[src/cfg_mem_pkg.sv]
// Shared constants and carrier types for the serial configuration memory read-out
package cfg_mem_pkg;
  localparam int unsigned ADDR_W_DEF      = 16;
  localparam int unsigned FIFO_W_DEF      = 8;
  localparam int unsigned FIFO_D_DEF      = 32;
  localparam int unsigned POR_CYCLES_DEF  = 16;
  localparam logic        CLR_LOW_DEF     = 1'b1;
  localparam int unsigned SYNC_STAGES     = 2;

  // Two-way pin carrier: output and output enable
  typedef struct packed {
    logic o;
    logic oe;
  } pin_drive_s;

  // Synchronised control pins
  typedef struct packed {
    logic clk_pin;
    logic gate;
    logic chip_sel_n;
    logic mode_n;
    logic protect_one;
    logic protect_two;
    logic part_sel;
  } ctrl_pins_s;
endpackage

[src/cfg_mem_readout.sv]
// Serial configuration memory read-out, cascade, standby and ready logic
`timescale 1ns/1ps
// Function
// Data pin three-state in loading, open-drain two-way in programming mode.
// Every clock pin edge advances address and bit counter, reading or programming; the code counts rising edges only.
// Protect inputs guard memory only in programming; ignored while loading.
// Mode high: active gate level clears address and bit counters.
// Gate inactive and chip select low enable the data driver.
// Gate polarity chosen by stored setting; clear-on-low recommended.
// Block-protect high blocks writes to lowest block in programming with select low.
// Select low and gate enabled: clock advances counter, data driven.
// Select high stops counters and enters standby.
// In programming mode chip select has no enabling effect.
// Cascade output goes low when address counter reaches its maximum.
// Cascade low while enabled, then follows select until gate drops, then high.
// System chains each cascade output to the next chip select.
// Part select input selects device only in programming mode.
// Ready held low during power-up reset, then released.
// System holds mode input high for loading, low for programming.
// FPGA drives the clock pin and takes the data output.
// Address counter clears at power-up automatically.
// After all data out and cascade low, data pin released.
// Data output shows addressed bit, updated after each counting edge.
module cfg_mem_readout #(
  parameter int unsigned ADDR_W     = cfg_mem_pkg::ADDR_W_DEF,
  parameter int unsigned FIFO_W     = cfg_mem_pkg::FIFO_W_DEF,
  parameter int unsigned FIFO_D     = cfg_mem_pkg::FIFO_D_DEF,
  parameter int unsigned POR_CYCLES = cfg_mem_pkg::POR_CYCLES_DEF
) (
  // Clock and reset
  input  wire logic              clk_i,
  input  wire logic              rstn_i,
  // FPGA link pins
  input  wire logic              fpga_config_clock_i,
  input  wire logic              data_i,
  output logic                   data_o,
  output logic                   data_oe_o,
  input  wire logic              gate_i,
  input  wire logic              chip_sel_n_i,
  output logic                   cascade_enable_out_n_o,
  // Programming-mode pins
  input  wire logic              program_mode_select_n_i,
  input  wire logic              protect_in_one_i,
  input  wire logic              protect_in_two_i,
  input  wire logic              protect_block_i,
  input  wire logic              part_select_bit_i,
  // Stored configuration setting
  input  wire logic              clear_on_low_i,
  // Memory array fill path (words, low bit first)
  input  wire logic              fill_valid_i,
  output logic                   fill_ready_o,
  input  wire logic [FIFO_W-1:0] fill_data_i,
  // Status
  output logic                   ready_o,
  output logic                   ready_oe_o,
  output logic                   standby_o,
  output logic                   write_allowed_o,
  output logic                   low_block_locked_o,
  output logic [ADDR_W-1:0]      address_o
);
  localparam int unsigned BW     = $clog2(FIFO_W);
  localparam int unsigned POR_W  = $clog2(POR_CYCLES + 1);
  localparam int unsigned NPINS  = 8;

  // Two-flop synchronisers for every pin input
  logic [NPINS-1:0] pin_raw;
  logic [NPINS-1:0] sync1_reg;
  logic [NPINS-1:0] sync2_reg;
  cfg_mem_pkg::ctrl_pins_s pins;
  logic             data_in_s;

  assign pin_raw = {fpga_config_clock_i, gate_i, chip_sel_n_i, program_mode_select_n_i,
                    protect_in_one_i, protect_in_two_i, part_select_bit_i, data_i};
  assign pins      = sync2_reg[NPINS-1:1];
  assign data_in_s = sync2_reg[0];

  always_ff @(posedge clk_i) begin
    if (!rstn_i) begin
      sync1_reg <= '0;
      sync2_reg <= '0;
    end else begin
      sync1_reg <= pin_raw;
      sync2_reg <= sync1_reg;
    end
  end

  // Stored polarity, resampled every cycle after reset release
  logic clr_low_reg;
  logic blk_sync1_reg;
  logic blk_sync2_reg;
  always_ff @(posedge clk_i) begin
    if (!rstn_i) begin
      clr_low_reg   <= cfg_mem_pkg::CLR_LOW_DEF;
      blk_sync1_reg <= 1'b0;
      blk_sync2_reg <= 1'b0;
    end else begin
      clr_low_reg   <= clear_on_low_i;
      blk_sync1_reg <= protect_block_i;
      blk_sync2_reg <= blk_sync1_reg;
    end
  end

  // Power-up reset cycle
  logic [POR_W-1:0] por_cnt_reg;
  logic             por_done;
  assign por_done = (por_cnt_reg == POR_W'(POR_CYCLES));
  always_ff @(posedge clk_i) begin
    if (!rstn_i) begin
      por_cnt_reg <= '0;
    end else if (!por_done) begin
      por_cnt_reg <= por_cnt_reg + POR_W'(1);
    end
  end

  // Mode and gate decode
  logic loading;
  logic gate_clear;
  logic gate_enable;
  logic clk_rise;
  logic clk_prev_reg;
  logic enabled;
  logic at_max;
  logic count_en;
  logic advance;
  logic step_en;
  logic last_edge;
  logic done_reg;

  assign loading     = pins.mode_n;
  assign gate_clear  = (pins.gate ^ clr_low_reg) == 1'b0 ? 1'b0 : 1'b1;
  assign gate_enable = !gate_clear;
  assign clk_rise    = pins.clk_pin && !clk_prev_reg;
  // In programming the select pin is ignored; the part select enables instead
  assign enabled     = loading ? (!pins.chip_sel_n && gate_enable)
                               : pins.part_sel;
  assign count_en    = por_done && enabled && clk_rise;
  // Once the end is reached in loading, further clocks are ignored until a clear
  assign advance     = count_en && !(loading && done_reg);
  // The edge that ends the last bit does not wrap the address; it ends the read
  assign step_en     = advance && !(loading && at_max);
  assign last_edge   = loading && advance && at_max;

  // Memory array bit counter and address counter
  logic [BW-1:0]     bit_reg;
  logic [ADDR_W-1:0] addr_reg;
  logic              word_end;
  assign at_max   = (addr_reg == '1) && (bit_reg == BW'(FIFO_W - 1));
  assign word_end = (bit_reg == BW'(FIFO_W - 1));

  always_ff @(posedge clk_i) begin
    if (!rstn_i) begin
      clk_prev_reg <= 1'b0;
    end else begin
      clk_prev_reg <= pins.clk_pin;
    end
  end

  always_ff @(posedge clk_i) begin
    if (!rstn_i || !por_done) begin
      bit_reg  <= '0;
      addr_reg <= '0;
    end else if (loading && gate_clear) begin
      bit_reg  <= '0;
      addr_reg <= '0;
    end else if (step_en) begin
      bit_reg  <= word_end ? '0 : bit_reg + BW'(1);
      addr_reg <= word_end ? addr_reg + ADDR_W'(1) : addr_reg;
    end
  end

  // Data words arrive through the FIFO; each word boundary counted in loading pops one
  logic              fifo_valid;
  logic [FIFO_W-1:0] fifo_data;
  logic              fifo_pop;
  logic [FIFO_W-1:0] shift_reg;
  logic              shift_full_reg;
  assign fifo_pop = fifo_valid && (!shift_full_reg || (advance && word_end && loading));

  cfg_word_fifo #(
    .WIDTH (FIFO_W),
    .DEPTH (FIFO_D)
  ) u_fifo (
    .clk_i        (clk_i),
    .rstn_i       (rstn_i),
    .in_valid_i   (fill_valid_i),
    .in_ready_o   (fill_ready_o),
    .in_data_i    (fill_data_i),
    .out_valid_o  (fifo_valid),
    .out_ready_i  (fifo_pop),
    .out_data_o   (fifo_data),
    .flush_done_o ()
  );

  always_ff @(posedge clk_i) begin
    if (!rstn_i) begin
      shift_reg      <= '0;
      shift_full_reg <= 1'b0;
    end else if (fifo_pop) begin
      shift_reg      <= fifo_data;
      shift_full_reg <= 1'b1;
    end else if (advance && loading) begin
      shift_reg      <= shift_reg >> 1;
      shift_full_reg <= word_end ? 1'b0 : shift_full_reg;
    end
  end

  // Cascade output: low at end of memory, then follows select until gate drops
  logic casc_reg;
  logic casc_next;
  always_comb begin
    casc_next = casc_reg;
    if (!loading || gate_clear) begin
      casc_next = 1'b1;
    end else if (done_reg) begin
      casc_next = pins.chip_sel_n;
    end
  end

  always_ff @(posedge clk_i) begin
    if (!rstn_i) begin
      done_reg <= 1'b0;
      casc_reg <= 1'b1;
    end else begin
      if (loading && gate_clear) begin
        done_reg <= 1'b0;
      end else if (last_edge) begin
        done_reg <= 1'b1;
      end
      casc_reg <= last_edge ? 1'b0 : casc_next;
    end
  end

  // Pin drivers
  logic drive_reg;
  logic dout_reg;
  logic rdy_oe_reg;
  logic stby_reg;
  logic wr_ok_reg;
  logic lock_reg;
  always_ff @(posedge clk_i) begin
    if (!rstn_i) begin
      drive_reg  <= 1'b0;
      dout_reg   <= 1'b0;
      rdy_oe_reg <= 1'b1;
      stby_reg   <= 1'b0;
      wr_ok_reg  <= 1'b0;
      lock_reg   <= 1'b0;
    end else begin
      if (loading) begin
        drive_reg <= por_done && enabled && !done_reg;
        dout_reg  <= shift_reg[0];
      end else begin
        drive_reg <= pins.part_sel && !data_in_s;
        dout_reg  <= 1'b0;
      end
      rdy_oe_reg <= !por_done;
      stby_reg   <= loading && pins.chip_sel_n;
      wr_ok_reg  <= !loading && pins.part_sel && !pins.protect_one && !pins.protect_two;
      lock_reg   <= !loading && !pins.chip_sel_n && blk_sync2_reg;
    end
  end

  assign data_o                 = dout_reg;
  assign data_oe_o              = drive_reg;
  assign cascade_enable_out_n_o = casc_reg;
  assign ready_o                = 1'b0;
  assign ready_oe_o             = rdy_oe_reg;
  assign standby_o              = stby_reg;
  assign write_allowed_o        = wr_ok_reg;
  assign low_block_locked_o     = lock_reg;
  assign address_o              = addr_reg;
endmodule

[src/cfg_word_fifo.sv]
// Word FIFO with valid/ready on both sides
`timescale 1ns/1ps
module cfg_word_fifo #(
  parameter int unsigned WIDTH = 8,
  parameter int unsigned DEPTH = 32
) (
  // Clock and reset
  input  wire logic             clk_i,
  input  wire logic             rstn_i,
  // Fill side
  input  wire logic             in_valid_i,
  output logic                  in_ready_o,
  input  wire logic [WIDTH-1:0] in_data_i,
  // Drain side
  output logic                  out_valid_o,
  input  wire logic             out_ready_i,
  output logic      [WIDTH-1:0] out_data_o,
  // Status
  output logic                  flush_done_o
);
  localparam int unsigned PW = $clog2(DEPTH);

  logic [WIDTH-1:0] mem_reg [DEPTH];
  logic [PW-1:0]    wr_reg;
  logic [PW-1:0]    rd_reg;
  logic [PW:0]      cnt_reg;
  logic             push;
  logic             pop;

  assign in_ready_o   = (cnt_reg != (PW+1)'(DEPTH));
  assign out_valid_o  = (cnt_reg != '0);
  assign out_data_o   = mem_reg[rd_reg];
  assign push         = in_valid_i && in_ready_o;
  assign pop          = out_valid_o && out_ready_i;
  assign flush_done_o = (cnt_reg == '0);

  always_ff @(posedge clk_i) begin
    if (push) begin
      mem_reg[wr_reg] <= in_data_i;
    end
  end

  always_ff @(posedge clk_i) begin
    if (!rstn_i) begin
      wr_reg  <= '0;
      rd_reg  <= '0;
      cnt_reg <= '0;
    end else begin
      if (push) begin
        wr_reg <= (wr_reg == PW'(DEPTH - 1)) ? '0 : wr_reg + PW'(1);
      end
      if (pop) begin
        rd_reg <= (rd_reg == PW'(DEPTH - 1)) ? '0 : rd_reg + PW'(1);
      end
      cnt_reg <= cnt_reg + (PW+1)'(push) - (PW+1)'(pop);
    end
  end
endmodule

[config.mk]
export PLATFORM = sky130hd
export DESIGN_NAME = cfg_mem_readout
export DESIGN_NICKNAME = d
export VERILOG_FILES = /design/src/cfg_mem_pkg.sv /design/src/cfg_mem_readout.sv /design/src/cfg_word_fifo.sv
export SDC_FILE = /design/constraint.sdc
export NUM_CORES = 1
export LEC_CHECK = 0
export BUFFER_PORTS_ARGS = -buffer_cell sky130_fd_sc_hd__clkbuf_2
export CELL_PAD_IN_SITES_DETAIL_PLACEMENT = 1
export CELL_PAD_IN_SITES_GLOBAL_PLACEMENT = 1
export CORE_UTILIZATION = 57
export CTS_CLUSTER_SIZE = 16
export DETAILED_ROUTE_END_ITERATION = 10
export PLACE_DENSITY = 0.85
export SKIP_CTS_REPAIR_TIMING = 1
export SLEW_MARGIN = 15
export SYNTH_ARGS = -nofsm -noshare
export SYNTH_HDL_FRONTEND = slang
export SYNTH_SLANG_ARGS = --single-unit
export TNS_END_PERCENT = 1
[constraint.sdc]
create_clock -name clk_i -period 6.5 [get_ports clk_i]
set_clock_uncertainty 0.05 [all_clocks]
set_input_delay 1.3 -clock clk_i [delete_from_list [all_inputs] [get_ports clk_i]]
set_output_delay 1.3 -clock clk_i [all_outputs]
set_load 0.03 [all_outputs]
==> flow_metrics.py <==
metrics = {
    "clock_tree": {
        "htreeDepth": 2,
        "cts_root_buffer": "clkbuf_16",
        "cts_tree": "yes",
        "clk_pin_slew_ns": 0.05,
        "clock_sinks": 338,
        "clk_latency_ns": 0.54,
        "clock_path_buffers": 3,
        "cts_buffers": 36,
    },
    "pwr": {
        "p_leak_nw": 4.93,
        "clkPwrFrac_pct": 38.3,
        "vdd_drop_max_mv": 0.256,
        "power_frac_comb_pct": 15.3,
        "power_switching_mw": 1.32,
        "p_per_area_mw_per_mm2": 354,
        "internal-power_mw": 3.99,
        "p_sw_share_pct": 24.9,
        "p_seq_share_pct": 46.4,
    },
    "logic_synthesis": {
        "synth_top_area_share_pct": 57.5,
        "async_flop_share_pct": 0,
        "synth_edf_count": 256,
        "synth_area_leader_cell": "edfxtp_1",
        "syn_avg_cell_area_um2": 16.7,
        "syn_area_mm2": 0.0134,
        "ys_seq_area_share_pct": 69.8,
        "synthDistinctLibCells": 63,
        "yosysWarningCount": 0,
        "synth.top_cells.by_area": "edfxtp_1, dfxtp_1, mux4_2",
        "synth-seq-cells": 338,
        "synth_nets": 842,
        "ys.flop_type": "edfxtp_1",
        "syn_inst": 799,
    },
    "finish": {
        "largest_reg_flops": 256,
        "nFillCells": 1974,
        "drive_gt1_share_pct": 21.0,
        "final_area_mm2": 0.0150,
        "area_delta_synth_final_pct": 12.2,
        "antenna_cells": 0,
        "stdcell_count": 1188,
        "nNetsFinal": 892,
    },
    "timing": {
        "fmax_mhz": 277,
        "holdWs_ns": 0.345,
        "maxSlewViolCount": 0,
        "worstMarginPinSlew_ns": 1.05,
        "finalSetupTns_ns": 0,
        "finalCritPeriodShare_pct": 55.6,
        "max-slew-margin-rel_pct": 29.4,
        "final.min_clock_period_ns": 3.61,
        "timing.final.hold_violations": 0,
        "setup_viol": 0,
        "rsz0062_at_grt": "false",
    },
    "critical_path": {
        "timing_worst_setup_path_type": "register to register",
        "r2r_slack_ns": 2.89,
        "worstRegToRegCells": 16,
        "end_kind": "register",
        "r2r-start": "u_fifo.cnt_reg[2]$_SDFF_PN0_",
        "regToRegEndpoint": "u_fifo.cnt_reg[4]$_SDFF_PN0_",
        "worstPathRequired_ns": 6.85,
        "critPathArrivalTime_ns": 3.96,
        "crit_path_max_fanout": 18,
        "critPathLaunchType": "register",
    },
    "routing": {
        "ant_nets": 0,
        "avgRoutedWirePerCell_um": 26.3,
        "wl_um": 31200,
        "vias": 7300,
        "dr.pass1.iters": 5,
        "drc": 0,
        "drt_iter0_drc": 598,
        "vias_per_cell": 6.14,
    },
    "floorplanning": {
        "dieArea_mm2": 0.0241,
        "initial_core_util_pct": 58.6,
        "die_w_um": 155,
        "die_h_um": 155,
        "rows": 55,
        "pin_count": 46,
        "core_area_mm2": 0.0228,
    },
    "global_routing": {
        "grt_overflow": 0,
        "grt_pass1_vias": 7971,
        "grt_pass1_wl_um": 47500,
        "antenna_found_initial": 0,
        "track_usage_pct": 27.1,
        "grt_start_max_net_pins": 64,
    },
    "worst_hold_path": {
        "hold_end": "write_allowed_o$_SDFF_PN0_",
        "min-delay-path-class": "register to register",
        "hold_start": "sync2_reg[2]$_SDFF_PN0_",
        "whs_path_depth": 1,
    },
    "place": {
        "place_congestion": 0.797,
        "hpwl_um": 19000,
        "placedInstanceArea_mm2": 0.0138,
        "dp.cells": 1124,
        "portBuffers": 44,
    },
    "outcome": {
        "status": "completed",
    },
    "flow_run": {
        "maxCapViolations": 0,
    },
}
## critical path, cell delays in order (launching register included)
cell and delay [ns]:
dfxtp_1 0.31, inv_1 0.08, ha_1 0.16, nor4bb_1 0.54, nand2b_1 0.18, o22a_1 0.34
inv_2 0.23, ha_1 0.33, inv_1 0.04, ha_1 0.19, inv_1 0.07, fa_1 0.20
inv_1 0.07, a21oi_1 0.16, nor2_1 0.07, or3_1 0.30, and3_1 0.18
## cell type report
| class | instances | area, um2 | share of cell area, % |
|---|---|---|---|
| Timing Repair Buffer | 46 | 235 | 1.57 |
| Inverter | 20 | 75.1 | 0.501 |
| Sequential cell | 338 | 9330 | 62.3 |
| Clock buffer | 51 | 1010 | 6.73 |
| Clock inverter | 13 | 171 | 1.14 |
| Multi-Input combinational cell | 407 | 3780 | 25.2 |
| Tap cell | 313 | 392 | 2.61 |
## cell usage after synthesis (all sizes together) (6+ instances only)
cell type / count
a21oi: 15
nor3: 6
nor2b: 7
or3: 6
nand4: 10
a21boi: 10
ha: 21
nand2b: 7
nand3b: 6
and2: 26
or4: 9
nor4: 10
clkbuf: 13
dfxtp: 82
mux4: 64
buf: 21
nand3: 11
edfxtp: 256
xnor2: 15
nand2: 31
o21ai: 14
inv: 19
and3: 6
mux2: 9
nor2: 59
o22ai: 29
mux2i: 7
## power by group through the flow
| stage | sequential, mW | clock [mW] | combinational, mW |
|---|---|---|---|
| detailed placement | 2.51 | 0 | 0.800 |
| CTS | 2.46 | 2.05 | 0.821 |
| global route | 2.47 | 2.13 | 0.881 |
| global placement | 2.50 | 0 | 0.749 |
| finish | 2.46 | 2.03 | 0.812 |
| floorplan | 2.47 | 0 | 0.638 |
## logic make-up (layout without fill, tap and decap cells)
kind of cell | Yosys count | in the layout | share of synthesized area, %
buffers and inverters | 54 | 130 | 1.89
multiplexers | 80 | 80 | 12.1
adder cells (fa/ha/maj) | 22 | 22 | 2.12
AO/OA/AOI/OAI | 80 | 80 | 3.76
flip-flops | 338 | 338 | 69.8
AND/OR/NAND/NOR | 205 | 205 | 9.05
other | 1 | 1 | 0.0281
XOR/XNOR | 19 | 19 | 1.25
## routing by layer
metal	part of all wire, %	wire [um]	track usage, %
met1	39	12300	34.1
met2	50	15800	46.2
met3	6.5	2020	5.32
met4	3.7	1160	11.5
met5	0	0	0
## worst max-delay path by stage
stage,from,end,slack [ns],cells past startpoint
after floorplan,por_cnt_reg[0]$_SDFFE_PN0P_,u_fifo.cnt_reg[5]$_SDFF_PN0_,3.42,17
after global placement,rstn_i,address_o[13]$_SDFFE_PP0P_,3.07,4
after detailed placement,rstn_i,address_o[13]$_SDFFE_PP0P_,2.82,4
after CTS,u_fifo.cnt_reg[2]$_SDFF_PN0_,u_fifo.cnt_reg[4]$_SDFF_PN0_,2.90,16
after global routing,u_fifo.cnt_reg[2]$_SDFF_PN0_,u_fifo.cnt_reg[4]$_SDFF_PN0_,2.55,16
final,u_fifo.cnt_reg[2]$_SDFF_PN0_,u_fifo.cnt_reg[4]$_SDFF_PN0_,2.89,16
## metrics by stage
stage | util, % | worst slack [ns] | total power, mW
after floorplan | - | 3.42 | 3.10
after global placement | 60.6 | 3.07 | 3.25
after detailed placement | 60.6 | 2.82 | 3.31
after CTS | 65.8 | 2.90 | 5.34
after global routing | 65.8 | 2.55 | 5.48
final | 65.8 | 2.89 | 5.31
## cells in the final DEF (no fill, tap or decap), types with 18 or more instances in the layout
cell and n:
ha_1 21, and2_1 26, dfxtp_1 80, mux4_2 64, clkbuf_16 37, nor2_1 59, inv_1 18, edfxtp_1 256
clkbuf_2 44, o22ai_1 29, nand2_1 31
Note: power is estimated with default switching activity, not from simulation.
